`src/irq_ctrl_regs.svh`:
```
`ifndef IRQ_CTRL_REGS_SVH
`define IRQ_CTRL_REGS_SVH
// register offsets on the special function register port
`define ENABLE_REG_ADDR    8'ha8
`define PRIORITY_REG_ADDR  8'hb8
`define STATUS_REG_ADDR    8'hb9
`define SERVICE_REG_ADDR   8'hba
// enable register fields
`define GLOBAL_GATE_BIT    7
`define TWOWIRE_BIT        6
`define TIMER2_BIT         5
`define UART_BIT           4
`define TIMER1_BIT         3
`define PIN1_BIT           2
`define TIMER0_BIT         1
`define PIN0_BIT           0
// reset values and priority write mask
`define ENABLE_RESET       8'h00
`define PRIORITY_RESET     8'h00
`define PRIORITY_MASK      8'h7f
// number of sources
`define NUM_SOURCES        7
`endif

```
`src/irq_ctrl_pkg.sv`:
```
`default_nettype none
package irq_ctrl_pkg;
    typedef enum logic [1:0] {
        svc_idle,
        svc_low,
        svc_high
    } svc_level_t;
    typedef logic [2:0] src_index_t;
endpackage
`default_nettype wire

```
`src/twowire_start_detect.sv`:
```
`default_nettype none
module twowire_start_detect (
    // clock and reset
    input  wire logic clk_sys,
    input  wire logic resetn,
    // filtered bus lines
    input  wire logic scl_in,
    input  wire logic sda_in,
    // request
    output logic      start_req
);
    logic scl_q;
    logic sda_q;
    logic armed;

    always_ff @(posedge clk_sys) begin
        if (!resetn) begin
            scl_q <= 1'b1;
            sda_q <= 1'b1;
        end else begin
            scl_q <= scl_in;
            sda_q <= sda_in;
        end
    end

    // start: sda falls while scl high; request on next scl falling edge
    always_ff @(posedge clk_sys) begin
        if (!resetn) begin
            armed     <= 1'b0;
            start_req <= 1'b0;
        end else begin
            start_req <= 1'b0;
            if (scl_q && scl_in && sda_q && !sda_in) begin
                armed <= 1'b1;
            end else if (armed && scl_q && !scl_in) begin
                armed     <= 1'b0;
                start_req <= 1'b1;
            end else if (scl_q && scl_in && !sda_q && sda_in) begin
                armed <= 1'b0;
            end
        end
    end

    start_pulse_a: assert property (@(posedge clk_sys) disable iff (!resetn)
        start_req |-> $past(armed) && $past(scl_q) && !$past(scl_in))
        else $error("two-wire request without start and clock fall");
endmodule // twowire_start_detect
`default_nettype wire

```
`src/irq_ctrl.sv`:
```
`include "irq_ctrl_regs.svh"
`default_nettype none
module irq_ctrl
    import irq_ctrl_pkg::*;
#(
    parameter int NSRC = `NUM_SOURCES
) (
    // clock and reset
    input  wire logic        clk_sys,
    input  wire logic        resetn,
    // register port
    input  wire logic [7:0]  reg_addr,
    input  wire logic [7:0]  reg_wdata,
    input  wire logic        reg_wr,
    input  wire logic        reg_rd,
    output logic      [7:0]  reg_rdata,
    // peripheral request levels
    input  wire logic        pin_irq0,
    input  wire logic        timer0_irq,
    input  wire logic        pin_irq1,
    input  wire logic        timer1_irq,
    input  wire logic        uart_irq,
    input  wire logic        timer2_irq,
    // two-wire bus lines, already filtered
    input  wire logic        scl_in,
    input  wire logic        sda_in,
    // cpu core side
    output logic             irq_req,
    output logic [2:0]       irq_src,
    output logic             irq_high,
    input  wire logic        irq_ack,
    input  wire logic        irq_ret
);
    logic [7:0]      interrupt_enable_reg;
    logic [7:0]      interrupt_priority_reg;
    logic            twowire_pending;
    logic            twowire_start;
    logic [NSRC-1:0] raw_req;
    logic [NSRC-1:0] enabled_req;
    logic [NSRC-1:0] level_bit;
    logic            low_active;
    logic            high_active;
    svc_level_t      svc_level;
    logic            next_req;
    logic [2:0]      next_src;
    logic            next_high;

    twowire_start_detect u_start (
        .clk_sys   (clk_sys),
        .resetn    (resetn),
        .scl_in    (scl_in),
        .sda_in    (sda_in),
        .start_req (twowire_start)
    );

    // two-wire request is an event; held until the core takes it
    always_ff @(posedge clk_sys) begin
        if (!resetn) begin
            twowire_pending <= 1'b0;
        end else if (twowire_start) begin
            twowire_pending <= 1'b1;
        end else if (irq_ack && irq_src == 3'(`TWOWIRE_BIT)) begin
            twowire_pending <= 1'b0;
        end
    end

    // source index equals enable bit position
    assign raw_req = {twowire_pending, timer2_irq, uart_irq, timer1_irq,
                      pin_irq1, timer0_irq, pin_irq0};

    // per-source enable and gate
    genvar g;
    generate
        for (g = 0; g < NSRC; g++) begin : g_src
            assign enabled_req[g] = raw_req[g] && interrupt_enable_reg[g]
                                    && interrupt_enable_reg[`GLOBAL_GATE_BIT];
            assign level_bit[g]   = interrupt_priority_reg[g];
        end
    endgenerate

    // register writes
    always_ff @(posedge clk_sys) begin
        if (!resetn) begin
            interrupt_enable_reg <= `ENABLE_RESET;
        end else if (reg_wr && reg_addr == `ENABLE_REG_ADDR) begin
            interrupt_enable_reg <= reg_wdata;
        end
    end

    always_ff @(posedge clk_sys) begin
        if (!resetn) begin
            interrupt_priority_reg <= `PRIORITY_RESET;
        end else if (reg_wr && reg_addr == `PRIORITY_REG_ADDR) begin
            interrupt_priority_reg <= reg_wdata & `PRIORITY_MASK;
        end
    end

    // read data, one cycle after the strobe; unmapped reads zero
    always_ff @(posedge clk_sys) begin
        if (!resetn) begin
            reg_rdata <= 8'h00;
        end else if (reg_rd) begin
            case (reg_addr)
                `ENABLE_REG_ADDR:   reg_rdata <= interrupt_enable_reg;
                `PRIORITY_REG_ADDR: reg_rdata <= interrupt_priority_reg;
                `STATUS_REG_ADDR:   reg_rdata <= {1'b0, raw_req};
                `SERVICE_REG_ADDR:  reg_rdata <= {6'h00, high_active, low_active};
                default:            reg_rdata <= 8'h00;
            endcase
        end else begin
            reg_rdata <= 8'h00;
        end
    end

    // nesting: a low routine may be preempted by high, nothing preempts high
    always_ff @(posedge clk_sys) begin
        if (!resetn) begin
            low_active  <= 1'b0;
            high_active <= 1'b0;
        end else if (irq_ack && irq_req) begin
            if (irq_high) begin
                high_active <= 1'b1;
            end else begin
                low_active <= 1'b1;
            end
        end else if (irq_ret) begin
            // return closes the innermost routine first
            if (high_active) begin
                high_active <= 1'b0;
            end else begin
                low_active <= 1'b0;
            end
        end
    end

    always_comb begin
        if (high_active) begin
            svc_level = svc_high;
        end else if (low_active) begin
            svc_level = svc_low;
        end else begin
            svc_level = svc_idle;
        end
    end

    // select: high level first, lowest index within a level
    always_comb begin
        next_req  = 1'b0;
        next_src  = 3'h0;
        next_high = 1'b0;
        for (int i = NSRC - 1; i >= 0; i--) begin
            if (enabled_req[i] && level_bit[i]) begin
                next_req  = 1'b1;
                next_src  = 3'(i);
                next_high = 1'b1;
            end
        end
        if (!next_req) begin
            for (int i = NSRC - 1; i >= 0; i--) begin
                if (enabled_req[i]) begin
                    next_req = 1'b1;
                    next_src = 3'(i);
                end
            end
        end
        case (svc_level)
            svc_high: next_req = 1'b0;
            svc_low:  next_req = next_req && next_high;
            default:  ;
        endcase
    end

    always_ff @(posedge clk_sys) begin
        if (!resetn) begin
            irq_req  <= 1'b0;
            irq_src  <= 3'h0;
            irq_high <= 1'b0;
        end else begin
            irq_req  <= next_req && !(irq_ack && irq_req);
            irq_src  <= next_src;
            irq_high <= next_high;
        end
    end

    gate_off_a: assert property (@(posedge clk_sys) disable iff (!resetn)
        !interrupt_enable_reg[7] |=> !irq_req)
        else $error("request passed with global gate closed");
    twowire_mask_a: assert property (@(posedge clk_sys) disable iff (!resetn)
        irq_req && irq_src == 3'h6 |-> $past(interrupt_enable_reg[6]))
        else $error("two-wire request passed while masked");
    uart_mask_a: assert property (@(posedge clk_sys) disable iff (!resetn)
        irq_req && irq_src == 3'h4 |-> $past(interrupt_enable_reg[4]))
        else $error("uart request passed while masked");
    pin0_mask_a: assert property (@(posedge clk_sys) disable iff (!resetn)
        irq_req && irq_src == 3'h0 |-> $past(interrupt_enable_reg[0]))
        else $error("pin 0 request passed while masked");
    enable_write_a: assert property (@(posedge clk_sys) disable iff (!resetn)
        reg_wr && reg_addr == 8'ha8 |=> interrupt_enable_reg == $past(reg_wdata))
        else $error("enable register write lost");
    reserved_bit_a: assert property (@(posedge clk_sys) disable iff (!resetn)
        reg_rd && reg_addr == 8'hb8 |=> !reg_rdata[7])
        else $error("reserved priority bit read as one");
    twowire_level_a: assert property (@(posedge clk_sys) disable iff (!resetn)
        irq_req && irq_src == 3'h6 |-> irq_high == $past(interrupt_priority_reg[6]))
        else $error("two-wire level does not follow its priority bit");
    no_preempt_a: assert property (@(posedge clk_sys) disable iff (!resetn)
        $past(high_active) |-> !irq_req)
        else $error("request raised during high level service");
    timer2_src_a: assert property (@(posedge clk_sys) disable iff (!resetn)
        timer2_irq && interrupt_enable_reg == 8'ha0 && svc_level == svc_idle
        && !irq_ack && !irq_ret |=> irq_req && irq_src == 3'h5)
        else $error("timer 2 request not raised");
endmodule // irq_ctrl
`default_nettype wire

```
`config.mk`:
```
export PLATFORM = sky130hd
export DESIGN_NAME = irq_ctrl
export DESIGN_NICKNAME = d
export VERILOG_FILES = /design/src/irq_ctrl_pkg.sv /design/src/twowire_start_detect.sv /design/src/irq_ctrl.sv
export VERILOG_INCLUDE_DIRS = /design/src
export SDC_FILE = /design/constraint.sdc
export NUM_CORES = 1
export LEC_CHECK = 0
export ABC_CLOCK_PERIOD_IN_PS = 3200
export CORE_ASPECT_RATIO = 1.1
export CORE_MARGIN = 1
export CORE_UTILIZATION = 49
export CTS_BUF_LIST = sky130_fd_sc_hd__clkbuf_16
export CTS_CLUSTER_DIAMETER = 40
export DETAILED_ROUTE_END_ITERATION = 16
export DONT_BUFFER_PORTS = 1
export SLEW_MARGIN = 20
export SYNTH_ARGS = -nofsm -noshare
export SYNTH_HDL_FRONTEND = slang
export SYNTH_HIERARCHICAL = 1
export SYNTH_SLANG_ARGS = --single-unit
```
`constraint.sdc`:
```
create_clock -name clk_sys -period 3.2 [get_ports clk_sys]
set_input_delay 0.64 -clock clk_sys [delete_from_list [all_inputs] [get_ports clk_sys]]
set_output_delay 0.64 -clock clk_sys [all_outputs]
set_load 0.005 [all_outputs]
```
==> metrics.yaml, run 1 <==
status:
  status: "completed"
detailed_routing:
  wl_per_cell_um: 15.3
  vias: 1356
  wl_um: 3590
  dr.first_iter.drc_count: 31
  ant_nets: 0
  drt_first_pass_iters: 6
  post-route-drc-count: 0
  vias_per_cell: 5.79
synth:
  synthMuxAreaShare_pct: 12.6
  yosysUniqueCellTypes: 41
  synth_compound_area_share_pct: 13.1
  synth_top_area_cell: "dfxtp_1"
  synthSimpleGateAreaFrac_pct: 30.8
  synth_adder_area_share_pct: 0
  syn_nets: 217
  yosys_warnings: 6
  synth_xor_area_share_pct: 0
  synth_top_family_by_area: "simple AND/OR/NAND/NOR gates"
  synth.avg_cell_area_um2: 9.32
  ys_ff_latch: 35
  synth.top_cell.area_share_pct: 40.2
  syn_inst: 187
  synth-seq-area-share_pct: 40.2
  synthTopCellsByArea: "dfxtp_1, mux2i_1, nand2_1"
  syn_area_mm2: 0.00174
cells_and_area:
  multi_input_area_um2: 985
  postLayoutCellArea_mm2: 0.00189
  fin_nets: 215
  layout-drive-gt1-share_pct: 11.3
  area_growth_pct: 8.40
  finish.utilization_pct: 56.3
  regArea_um2: 701
  n_antenna_cell: 0
  fillers: 342
worst_hold_path:
  hp-start: "resetn"
  min_path_type: "input pin to flip-flop"
pwr:
  p_leak_uw: 0.000778
  p_per_area_mw_per_mm2: 477
  finalPower_uw: 901
  peakVddDrop_v: 0.000229
sta:
  timing.setup.tns_ns: 0
  setup_viol_count_final: 0
  finalHoldViolations: 0
  rsz0062_at_grt: "false"
  relSlewSlack_pct: 58.7
  finalClockSkew_ns: 0.00396
  fmax_ghz: 0.615
  fin_crit_ns: 1.63
  worst_slew_pin_slew_ns: 0.619
  min_period_over_period_pct: 50.8
  final_max_slew_viol_count: 0
floorplanning:
  die_w_um: 58.9
  pin_count: 43
  fp.dieH_um: 64.6
  row_count: 22
  initial_utilization_pct: 51.9
  core_mm2: 0.00336
  dieArea_mm2: 0.00380
clocking:
  clk-insertion-delay-late_ns: 0.27
  cts.path.max_buffers: 2
  hold_buffers: 0
  cts_setup_buffers: 0
  htree_num_levels: 2
  path_clk_slew_ns: 0.05
  cts_sinks: 35
  root_buffer: "clkbuf_16"
  cts_resized: 0
  cts_tree: "done"
  cts_inserted_buffers: 5
place:
  gp_congestion: 0.892
  io_buffers: 0
  dp_hpwl_um: 2740
  dpl_cell_area_mm2: 0.00175
worst_setup_path:
  start_kind: "flip-flop"
  worstPathRequired_ns: 3.39
  critPathLaunch: "interrupt_enable_reg[7]$_SDFFE_PN0P_"
  critPathKind: "flip-flop to flip-flop"
  critPathArrivalTime_ns: 1.81
  worstSetupEndpointType: "flip-flop"
  r2r_start: "interrupt_enable_reg[7]$_SDFFE_PN0P_"
  critPathMaxFanout: 14
global_routing:
  grt_pass1_wl_um: 6090
  first_global_vias: 1325
  grt_overflow_total: 0
  antenna_found_initial: 0
  grt_max_degree: 38
  grt.total_usage_pct: 21.8
flow_run:
  maxCapViolations: 0
metrics by stage:
step	setup WS, ns	cells	hold slack [ns]
2_1_floorplan	1.61	187	0.423
3_3_place_gp	1.38	226	0.435
6_report	1.57	234	0.445
3_5_place_dp	1.32	226	0.444
5_1_grt	1.44	234	0.440
4_1_cts	1.58	234	0.443
worst max-delay path, stage by stage, from the launching register on:
cell and delay (ns):
dfxtp_1 0.50, nand4_1 0.24, nand3_2 0.12, or3_4 0.42
o32ai_2 0.26
area by class of cell:
| class | instances | area share [%] |
|---|---|---|
| clock buffer | 5 | 6.62 |
| clock inverter | 3 | 0.596 |
| multi-input combinational | 141 | 52.1 |
| inverter | 2 | 0.397 |
| sequential | 35 | 37.1 |
| tap | 48 | 3.18 |
routing by layer:
layer / track usage (%) / part of all wire, % / vias to the layer above
met5: 0 / 0 / -
met4: 11.6 / 3.0 / 0
met3: 8.38 / 7.0 / 10
met2: 33.4 / 46 / 53
met1: 26.0 / 44 / 622
li1: - / - / 671
synth_stat cells (all sizes together):
library cell and instances:
o211a 1, nand4 8, a22o 3, o2bb2ai 5, and3 2, mux2i 22, nand3b 1, nand2 37
or2b 1, a21oi 6, nand2b 6, nor2 6, and2 9, dfxtp 35, buf 4, a31oi 1
clkbuf 5, a222oi 1, nor3 2, o21ai 3, nor2b 4, nand3 8, nand4b 3, a32oi 2
a2bb2oi 2, or3 2, o32ai 2, and4 1, nor4 1, inv 2, a221oi 1, o21ba 1
logic make-up after synthesis:
family / Yosys count
mux: 22
buf+inv: 11
simple gates: 91
compound gates: 28
flops: 35
placed cells by master (no fill, tap or decap), drive strengths merged, types with 4 or more instances in the layout:
cell type | netlist | layout
nor2b | 4 | 4
dfxtp | 35 | 35
and2 | 9 | 9
o2bb2ai | 5 | 5
nand2 | 37 | 37
nand2b | 6 | 6
nand3 | 8 | 8
nor2 | 6 | 6
nand4 | 8 | 8
a21oi | 6 | 6
clkbuf | 5 | 5
mux2i | 22 | 22
worst paths after layout:
| kind | to | cells after the start | slack, ns |
|---|---|---|---|
| hold / removal | u_start/sda_q$_SDFF_PN1_ | 1 | 0.45 |
| hold reg to reg | u_start/start_req$_SDFF_PP0_ | 2 | 0.45 |
| setup reg to reg | irq_src[1]$_SDFF_PN0_ | 4 | 1.57 |
| setup / recovery | irq_src[1]$_SDFF_PN0_ | 4 | 1.57 |
power breakdown:
part | switching (µW) | internal [µW]
sequential | 2.16 | 439
combinational | 10.6 | 12.4
clock | 158 | 279
No activity file was read; power rests on OpenSTA's default activity.
==> inputs of run 2 (changes only) <==
ABC_CLOCK_PERIOD_IN_PS = 1450   (was 3200)
PLACE_DENSITY = 0.66   (was not set)
clock period = 1.45 ns   (was 3.2 ns; I/O delays follow)
==> run 2 against run 1 <==
- die area stayed put
- cell area is 3.5% higher
- first-iteration DRC count unchanged
- worst setup slack got worse by 1.5 ns
- register-to-register slack got worse by 1.5 ns
- global-route usage shrank 0.051 points
- critical path type unchanged
- combinational power rose by 120%
- critical path depth increased by 1
- sequential power rose by 120%
- via count up 0.88%
- utilization rose by 2.0 points
==> metrics.yaml, run 2 (synthesis gave the netlist of run 1 again) <==
detailed_routing:
  wl_per_cell_um: 16.0  # was 15.3 µm
  post-route-drc-count: 0  # unchanged
  dr.first_iter.drc_count: 31  # unchanged
  vias: 1368  # was 1356
  drt_first_pass_iters: 4  # was 6
  vias_per_cell: 5.68  # was 5.79
  wl_um: 3850  # was 3590 µm
  ant_nets: 0  # unchanged
worst_setup_path:
  start_kind: "flip-flop"  # unchanged
  worstPathRequired_ns: 1.64  # was 3.39 ns
  worst-r2r-cell-count: 5  # was 4
  critPathKind: "flip-flop to flip-flop"  # unchanged
  rrSetupSlack_ns: 0.06  # was 1.57 ns
  critPathMaxFanout: 9  # was 14
  worstSetupEndpointType: "flip-flop"  # unchanged
  critPathArrivalTime_ns: 1.57  # was 1.81 ns
clocking:
  htree_num_levels: 2  # unchanged
  cts.path.max_buffers: 2  # unchanged
  cts_tree: "done"  # unchanged
  cts_inserted_buffers: 5  # unchanged
  clk-insertion-delay-late_ns: 0.27  # about the same
  path_clk_slew_ns: 0.05  # about the same
  cts_sinks: 35  # unchanged
  hold_buffers: 0  # unchanged
  root_buffer: "clkbuf_16"  # unchanged
sta:
  fmax_ghz: 0.721  # was 0.615 GHz
  min_period_over_period_pct: 95.7  # was 50.8%
  timing.setup.tns_ns: 0  # unchanged
  setup_viol_count_final: 0  # unchanged
  rsz0062_at_grt: "false"  # unchanged
  final_max_slew_viol_count: 0  # unchanged
  finalHoldViolations: 0  # unchanged
  fin_crit_ns: 1.39  # was 1.63 ns
  worst_slew_pin_slew_ns: 0.458  # was 0.619 ns
  relSlewSlack_pct: 69.5  # was 58.7%
  finalClockSkew_ns: 0.00186  # was 0.00396 ns
cells_and_area:
  n_antenna_cell: 0  # unchanged
  layout_commonest_cell: "nand2_1"
  area_growth_pct: 12.2  # was 8.40%
  layout_common_cells: "nand2_1, dfxtp_1, mux2i_1"  # unchanged
  layout-drive-gt1-share_pct: 15.0  # was 11.3%
  fillers: 319  # was 342
  fin_nets: 222  # was 215
  finish.utilization_pct: 58.2  # was 56.3%
global_routing:
  grt_pass1_wl_um: 6180  # was 6090 µm
  grt_max_degree: 38  # unchanged
  grt_overflow_total: 0  # unchanged
  grt.total_usage_pct: 21.7  # was 21.8%
  met1_usage_pct: 26.2  # was 26.0%
  grt_use_met2_pct: 37.6  # was 33.4%
  grt_use_met3_pct: 5.99  # was 8.38%
  antenna_found_initial: 0  # unchanged
  first_global_vias: 1329  # was 1325
  gr-max-usage-layer: "met2"  # unchanged
place:
  io_buffers: 0  # unchanged
  dp_hpwl_um: 2910  # was 2740 µm
  gp_congestion: 0.871  # was 0.892
floorplanning:
  die_w_um: 58.9  # unchanged
  fp.dieH_um: 64.6  # unchanged
  initial_utilization_pct: 51.9  # unchanged
  row_count: 22  # unchanged
  core_mm2: 0.00336  # unchanged
  dieArea_mm2: 0.00380  # unchanged
  pin_count: 43  # unchanged
pwr:
  p_per_area_mw_per_mm2: 1020  # was 477 mW/mm²
  finalPower_uw: 2000  # was 901 µW
  p_int_uw: 1610  # was 731 µW
  p_seq_share_pct: 48.8  # was 49.0%
  p_comb_share_pct: 2.6  # about the same
  p_sw_uw: 382  # was 170 µW
  peakVddDrop_v: 0.000692  # was 0.000229 V
  p_leak_uw: 0.000818  # was 0.000778 µW
  switching_share_pct: 19.2  # was 18.9%
  p_clk_share_pct: 48.6  # was 48.5%
worst_hold_path:
  min_delay_path_depth: 1  # unchanged
  min_path_type: "input pin to flip-flop"  # unchanged
status:
  status: "completed"  # unchanged
flow_run:
  maxCapViolations: 0  # unchanged
## run 2: power by group through the flow
stage	Sequential (µW)	Clock (µW)	Combinational [µW]
floorplan	992	0	65.1
global placement	993	0	48.5
detailed placement	994	0	50.8
CTS	973	992	50.9
global route	973	1050	56.1
finish	974	971	51.2
## run 2: timing repair
action | 4_1_cts | 5_1_grt
hold endpoints to repair | 0 | 0
endpoints found under the setup margin | 2 | 0
resized for setup | 1 | 0
buffers inserted | 0 | 0
## run 2: routing by layer
layer	share of wire (%)	wire [µm]
met1	44	1680
met2	50	1920
met3	5.6	215
met4	0.96	37
met5	0	0
## run 2: area by class of cell
| class | instances | area, µm² | area share, % |
|---|---|---|---|
| Timing Repair Buffer | 7 | 65.1 | 3.33 |
| Clock inverter | 3 | 11.3 | 0.576 |
| Sequential cell | 35 | 702 | 35.9 |
| Multi-Input combinational cell | 141 | 985 | 50.4 |
| Inverter | 2 | 7.51 | 0.384 |
| Clock buffer | 5 | 125 | 6.40 |
| Tap cell | 48 | 60.1 | 3.07 |
## run 2: worst max-delay path: stages (launching register included)
cell     delay (ns)
dfxtp_2        0.38
buf_4          0.17
nand4_2        0.08
nand2_2        0.07
or3_4          0.37
o32ai_2        0.23
## run 2: final timing paths
| check | from | to |
|---|---|---|
| max | interrupt_enable_reg[7]$_SDFFE_PN0P_ | irq_src[0]$_SDFF_PN0_ |
| min | resetn | u_start/sda_q$_SDFF_PN1_ |
| max reg2reg | interrupt_enable_reg[7]$_SDFFE_PN0P_ | irq_src[0]$_SDFF_PN0_ |
| min reg2reg | u_start/armed$_SDFFE_PN0P_ | u_start/start_req$_SDFF_PP0_ |
## run 2: per-stage QoR
step | cells | setup slack, ns | area (µm²) | hold WS, ns
floorplan | 187 | 0.155 | 1740 | 0.363
CTS | 241 | 0.0642 | 1960 | 0.0869
finish | 241 | 0.0623 | 1960 | 0.0898
global route | 241 | 0.0110 | 1960 | 0.0843
detailed placement | 233 | 0.00742 | 1820 | 0.369
global placement | 233 | 0.0219 | 1820 | 0.369
==> inputs of run 3 (changes only) <==
CELL_PAD_IN_SITES_DETAIL_PLACEMENT = 1   (was not set)
CELL_PAD_IN_SITES_GLOBAL_PLACEMENT = 1   (was not set)
CORE_UTILIZATION = 42   (was 49)
PLACE_DENSITY = not set   (was 0.66)
PLACE_DENSITY_LB_ADDON = 0.1   (was not set)
==> run 3 against run 2 <==
- wire length grew 15%
- cell area grew 3.0%
- flip-flop and latch count is the same
- utilization shrank 7.4 points
- worst setup slack gained 0.0091 ns
- die area grew 16%
- sequential power is essentially flat
- fmax grew 0.66%
- total power shrank 1.2%
- final cell count grew 3.3%
- clock power shrank 2.7%
- combinational power grew 2%
- critical path type unchanged
- critical endpoint unchanged
- largest power group unchanged
- highest routed layer unchanged
==> metrics.yaml, run 3 (synthesis gave the netlist of run 1 again) <==
global_routing:
  grt_max_degree: 38  # unchanged
  grt_overflow_total: 0  # unchanged
  antenna_found_initial: 0  # unchanged
  grt_pass1_wl_um: 7340  # was 6180 µm
  grt.total_usage_pct: 21.7  # about the same
  first_global_vias: 1489  # was 1329
worst_setup_path:
  rrSetupSlack_ns: 0.07  # was 0.06 ns
  worstSetupEndpointType: "flip-flop"  # unchanged
  cp-endpoint: "irq_src[0]$_SDFF_PN0_"  # unchanged
  critPathArrivalTime_ns: 1.56  # was 1.57 ns
  worstPathRequired_ns: 1.63  # was 1.64 ns
  r2r_start: "interrupt_enable_reg[7]$_SDFFE_PN0P_"  # unchanged
  reg2reg_to: "irq_src[0]$_SDFF_PN0_"  # unchanged
  critPathLaunch: "interrupt_enable_reg[7]$_SDFFE_PN0P_"  # unchanged
  start_kind: "flip-flop"  # unchanged
  critPathMaxFanout: 8  # was 9
  critPathKind: "flip-flop to flip-flop"  # unchanged
  worst-r2r-cell-count: 5  # unchanged
sta:
  min_period_over_period_pct: 95.1  # was 95.7%
  worst_slew_pin_slew_ns: 0.285  # was 0.458 ns
  setup_viol_count_final: 0  # unchanged
  relSlewSlack_pct: 81.0  # was 69.5%
  fmax_ghz: 0.725  # was 0.721 GHz
  finalClockSkew_ns: 0.00259  # was 0.00186 ns
  rsz0062_at_grt: "false"  # unchanged
  timing.setup.tns_ns: 0  # unchanged
  final_max_slew_viol_count: 0  # unchanged
  fin_crit_ns: 1.38  # was 1.39 ns
  finalHoldViolations: 0  # unchanged
floorplanning:
  initial_utilization_pct: 44.0  # was 51.9%
  die_w_um: 63.4  # was 58.9 µm
  dieArea_mm2: 0.00441  # was 0.00380 mm²
  pin_count: 43  # unchanged
  row_count: 24  # was 22
  fp.dieH_um: 69.6  # was 64.6 µm
  core_mm2: 0.00396  # was 0.00336 mm²
detailed_routing:
  wl_per_cell_um: 17.8  # was 16.0 µm
  post-route-drc-count: 0  # unchanged
  vias: 1404  # was 1368
  vias_per_cell: 5.64  # was 5.68
  dr.first_iter.drc_count: 62  # was 31
  wl_um: 4440  # was 3850 µm
  ant_nets: 0  # unchanged
  drt_first_pass_iters: 4  # unchanged
clocking:
  root_buffer: "clkbuf_16"  # unchanged
  cts.path.max_buffers: 2  # unchanged
  cts_inserted_buffers: 5  # unchanged
  htree_num_levels: 2  # unchanged
  cts_sinks: 35  # unchanged
  path_clk_slew_ns: 0.05  # about the same
  clk-insertion-delay-late_ns: 0.27  # about the same
  cts_tree: "done"  # unchanged
cells_and_area:
  fin_nets: 228  # was 222
  layout_common_cells: "nand2_1, dfxtp_1, mux2i_1"  # unchanged
  fillers: 470  # was 319
  layout_commonest_cell: "nand2_1"  # unchanged
  n_antenna_cell: 0  # unchanged
  area_growth_pct: 15.6  # was 12.2%
  layout-drive-gt1-share_pct: 17.8  # was 15.0%
place:
  dp_hpwl_um: 3510  # was 2910 µm
  gp_congestion: 0.795  # was 0.871
  io_buffers: 0  # unchanged
pwr:
  p_per_area_mw_per_mm2: 979  # was 1020 mW/mm²
  finalPower_uw: 1970  # was 2000 µW
  peakVddDrop_v: 0.000601  # was 0.000692 V
  p_leak_uw: 0.000846  # was 0.000818 µW
flow_run:
  maxCapViolations: 0  # unchanged
status:
  status: "completed"  # unchanged
worst_hold_path:
  min_path_type: "input pin to flip-flop"  # unchanged
## run 3: layout make-up
type	instances	area [µm²]	share of cell area (%)
Multi-Input combinational cell	141	985	48.9
Sequential cell	35	702	34.8
Timing Repair Buffer	13	126	6.27
Clock buffer	5	125	6.21
Tap cell	52	65.1	3.23
Inverter	2	7.51	0.373
Clock inverter	1	3.75	0.186
## run 3: worst max-delay path: stages, from the launching register on
cell and delay, ns:
dfxtp_2 0.35, buf_6 0.15, nand4_4 0.07, nand2_2 0.07, or3_4 0.40, o32ai_2 0.25
## run 3: repair_timing
item	CTS	global route
endpoints found under the setup margin	1	3
hold endpoints to repair	0	0
hold buffers	0	0
cloned	0	0
pin swaps	0	2
buffers inserted	0	3
gates resized for setup	1	1
## run 3: metrics by stage
| step | hold WS, ns | cells | utilization, % | setup slack (ns) | instance area, µm² |
|---|---|---|---|---|---|
| floorplan | 0.363 | 187 | - | 0.155 | 1740 |
| global placement | 0.369 | 240 | 46.9 | 0.0681 | 1860 |
| detailed placement | 0.369 | 240 | 46.9 | 0.00215 | 1860 |
| CTS | 0.0891 | 246 | 50.2 | 0.0284 | 1990 |
| global route | 0.0832 | 249 | 50.8 | 0.00474 | 2010 |
| finish | 0.0938 | 249 | 50.8 | 0.0713 | 2010 |
## run 3: how the worst min path moves through the flow
stage | cells past startpoint | to | slack [ns] | start
after floorplan | 1 | u_start/sda_q$_SDFF_PN1_ | 0.36 | resetn
after global placement | 1 | u_start/sda_q$_SDFF_PN1_ | 0.37 | resetn
after detailed placement | 1 | u_start/sda_q$_SDFF_PN1_ | 0.37 | resetn
after CTS | 1 | u_start/sda_q$_SDFF_PN1_ | 0.09 | resetn
after global routing | 1 | u_start/sda_q$_SDFF_PN1_ | 0.08 | resetn
final | 1 | u_start/sda_q$_SDFF_PN1_ | 0.09 | resetn
## run 3: metal layers
| layer | share of wire, % | GRT usage, % | vias to the layer above |
|---|---|---|---|
| met5 | 0 | 0 | - |
| met4 | 0.81 | 6.06 | 0 |
| met3 | 4.7 | 5.59 | 4 |
| met2 | 52 | 38.2 | 37 |
| met1 | 43 | 25.5 | 673 |
| li1 | - | - | 690 |
## run 3: power by group
group,leakage [µW],switching [µW],internal [µW]
clock network,0.0000669,337,608
registers,0.000283,4.36,970
logic,0.000496,24.4,28.0
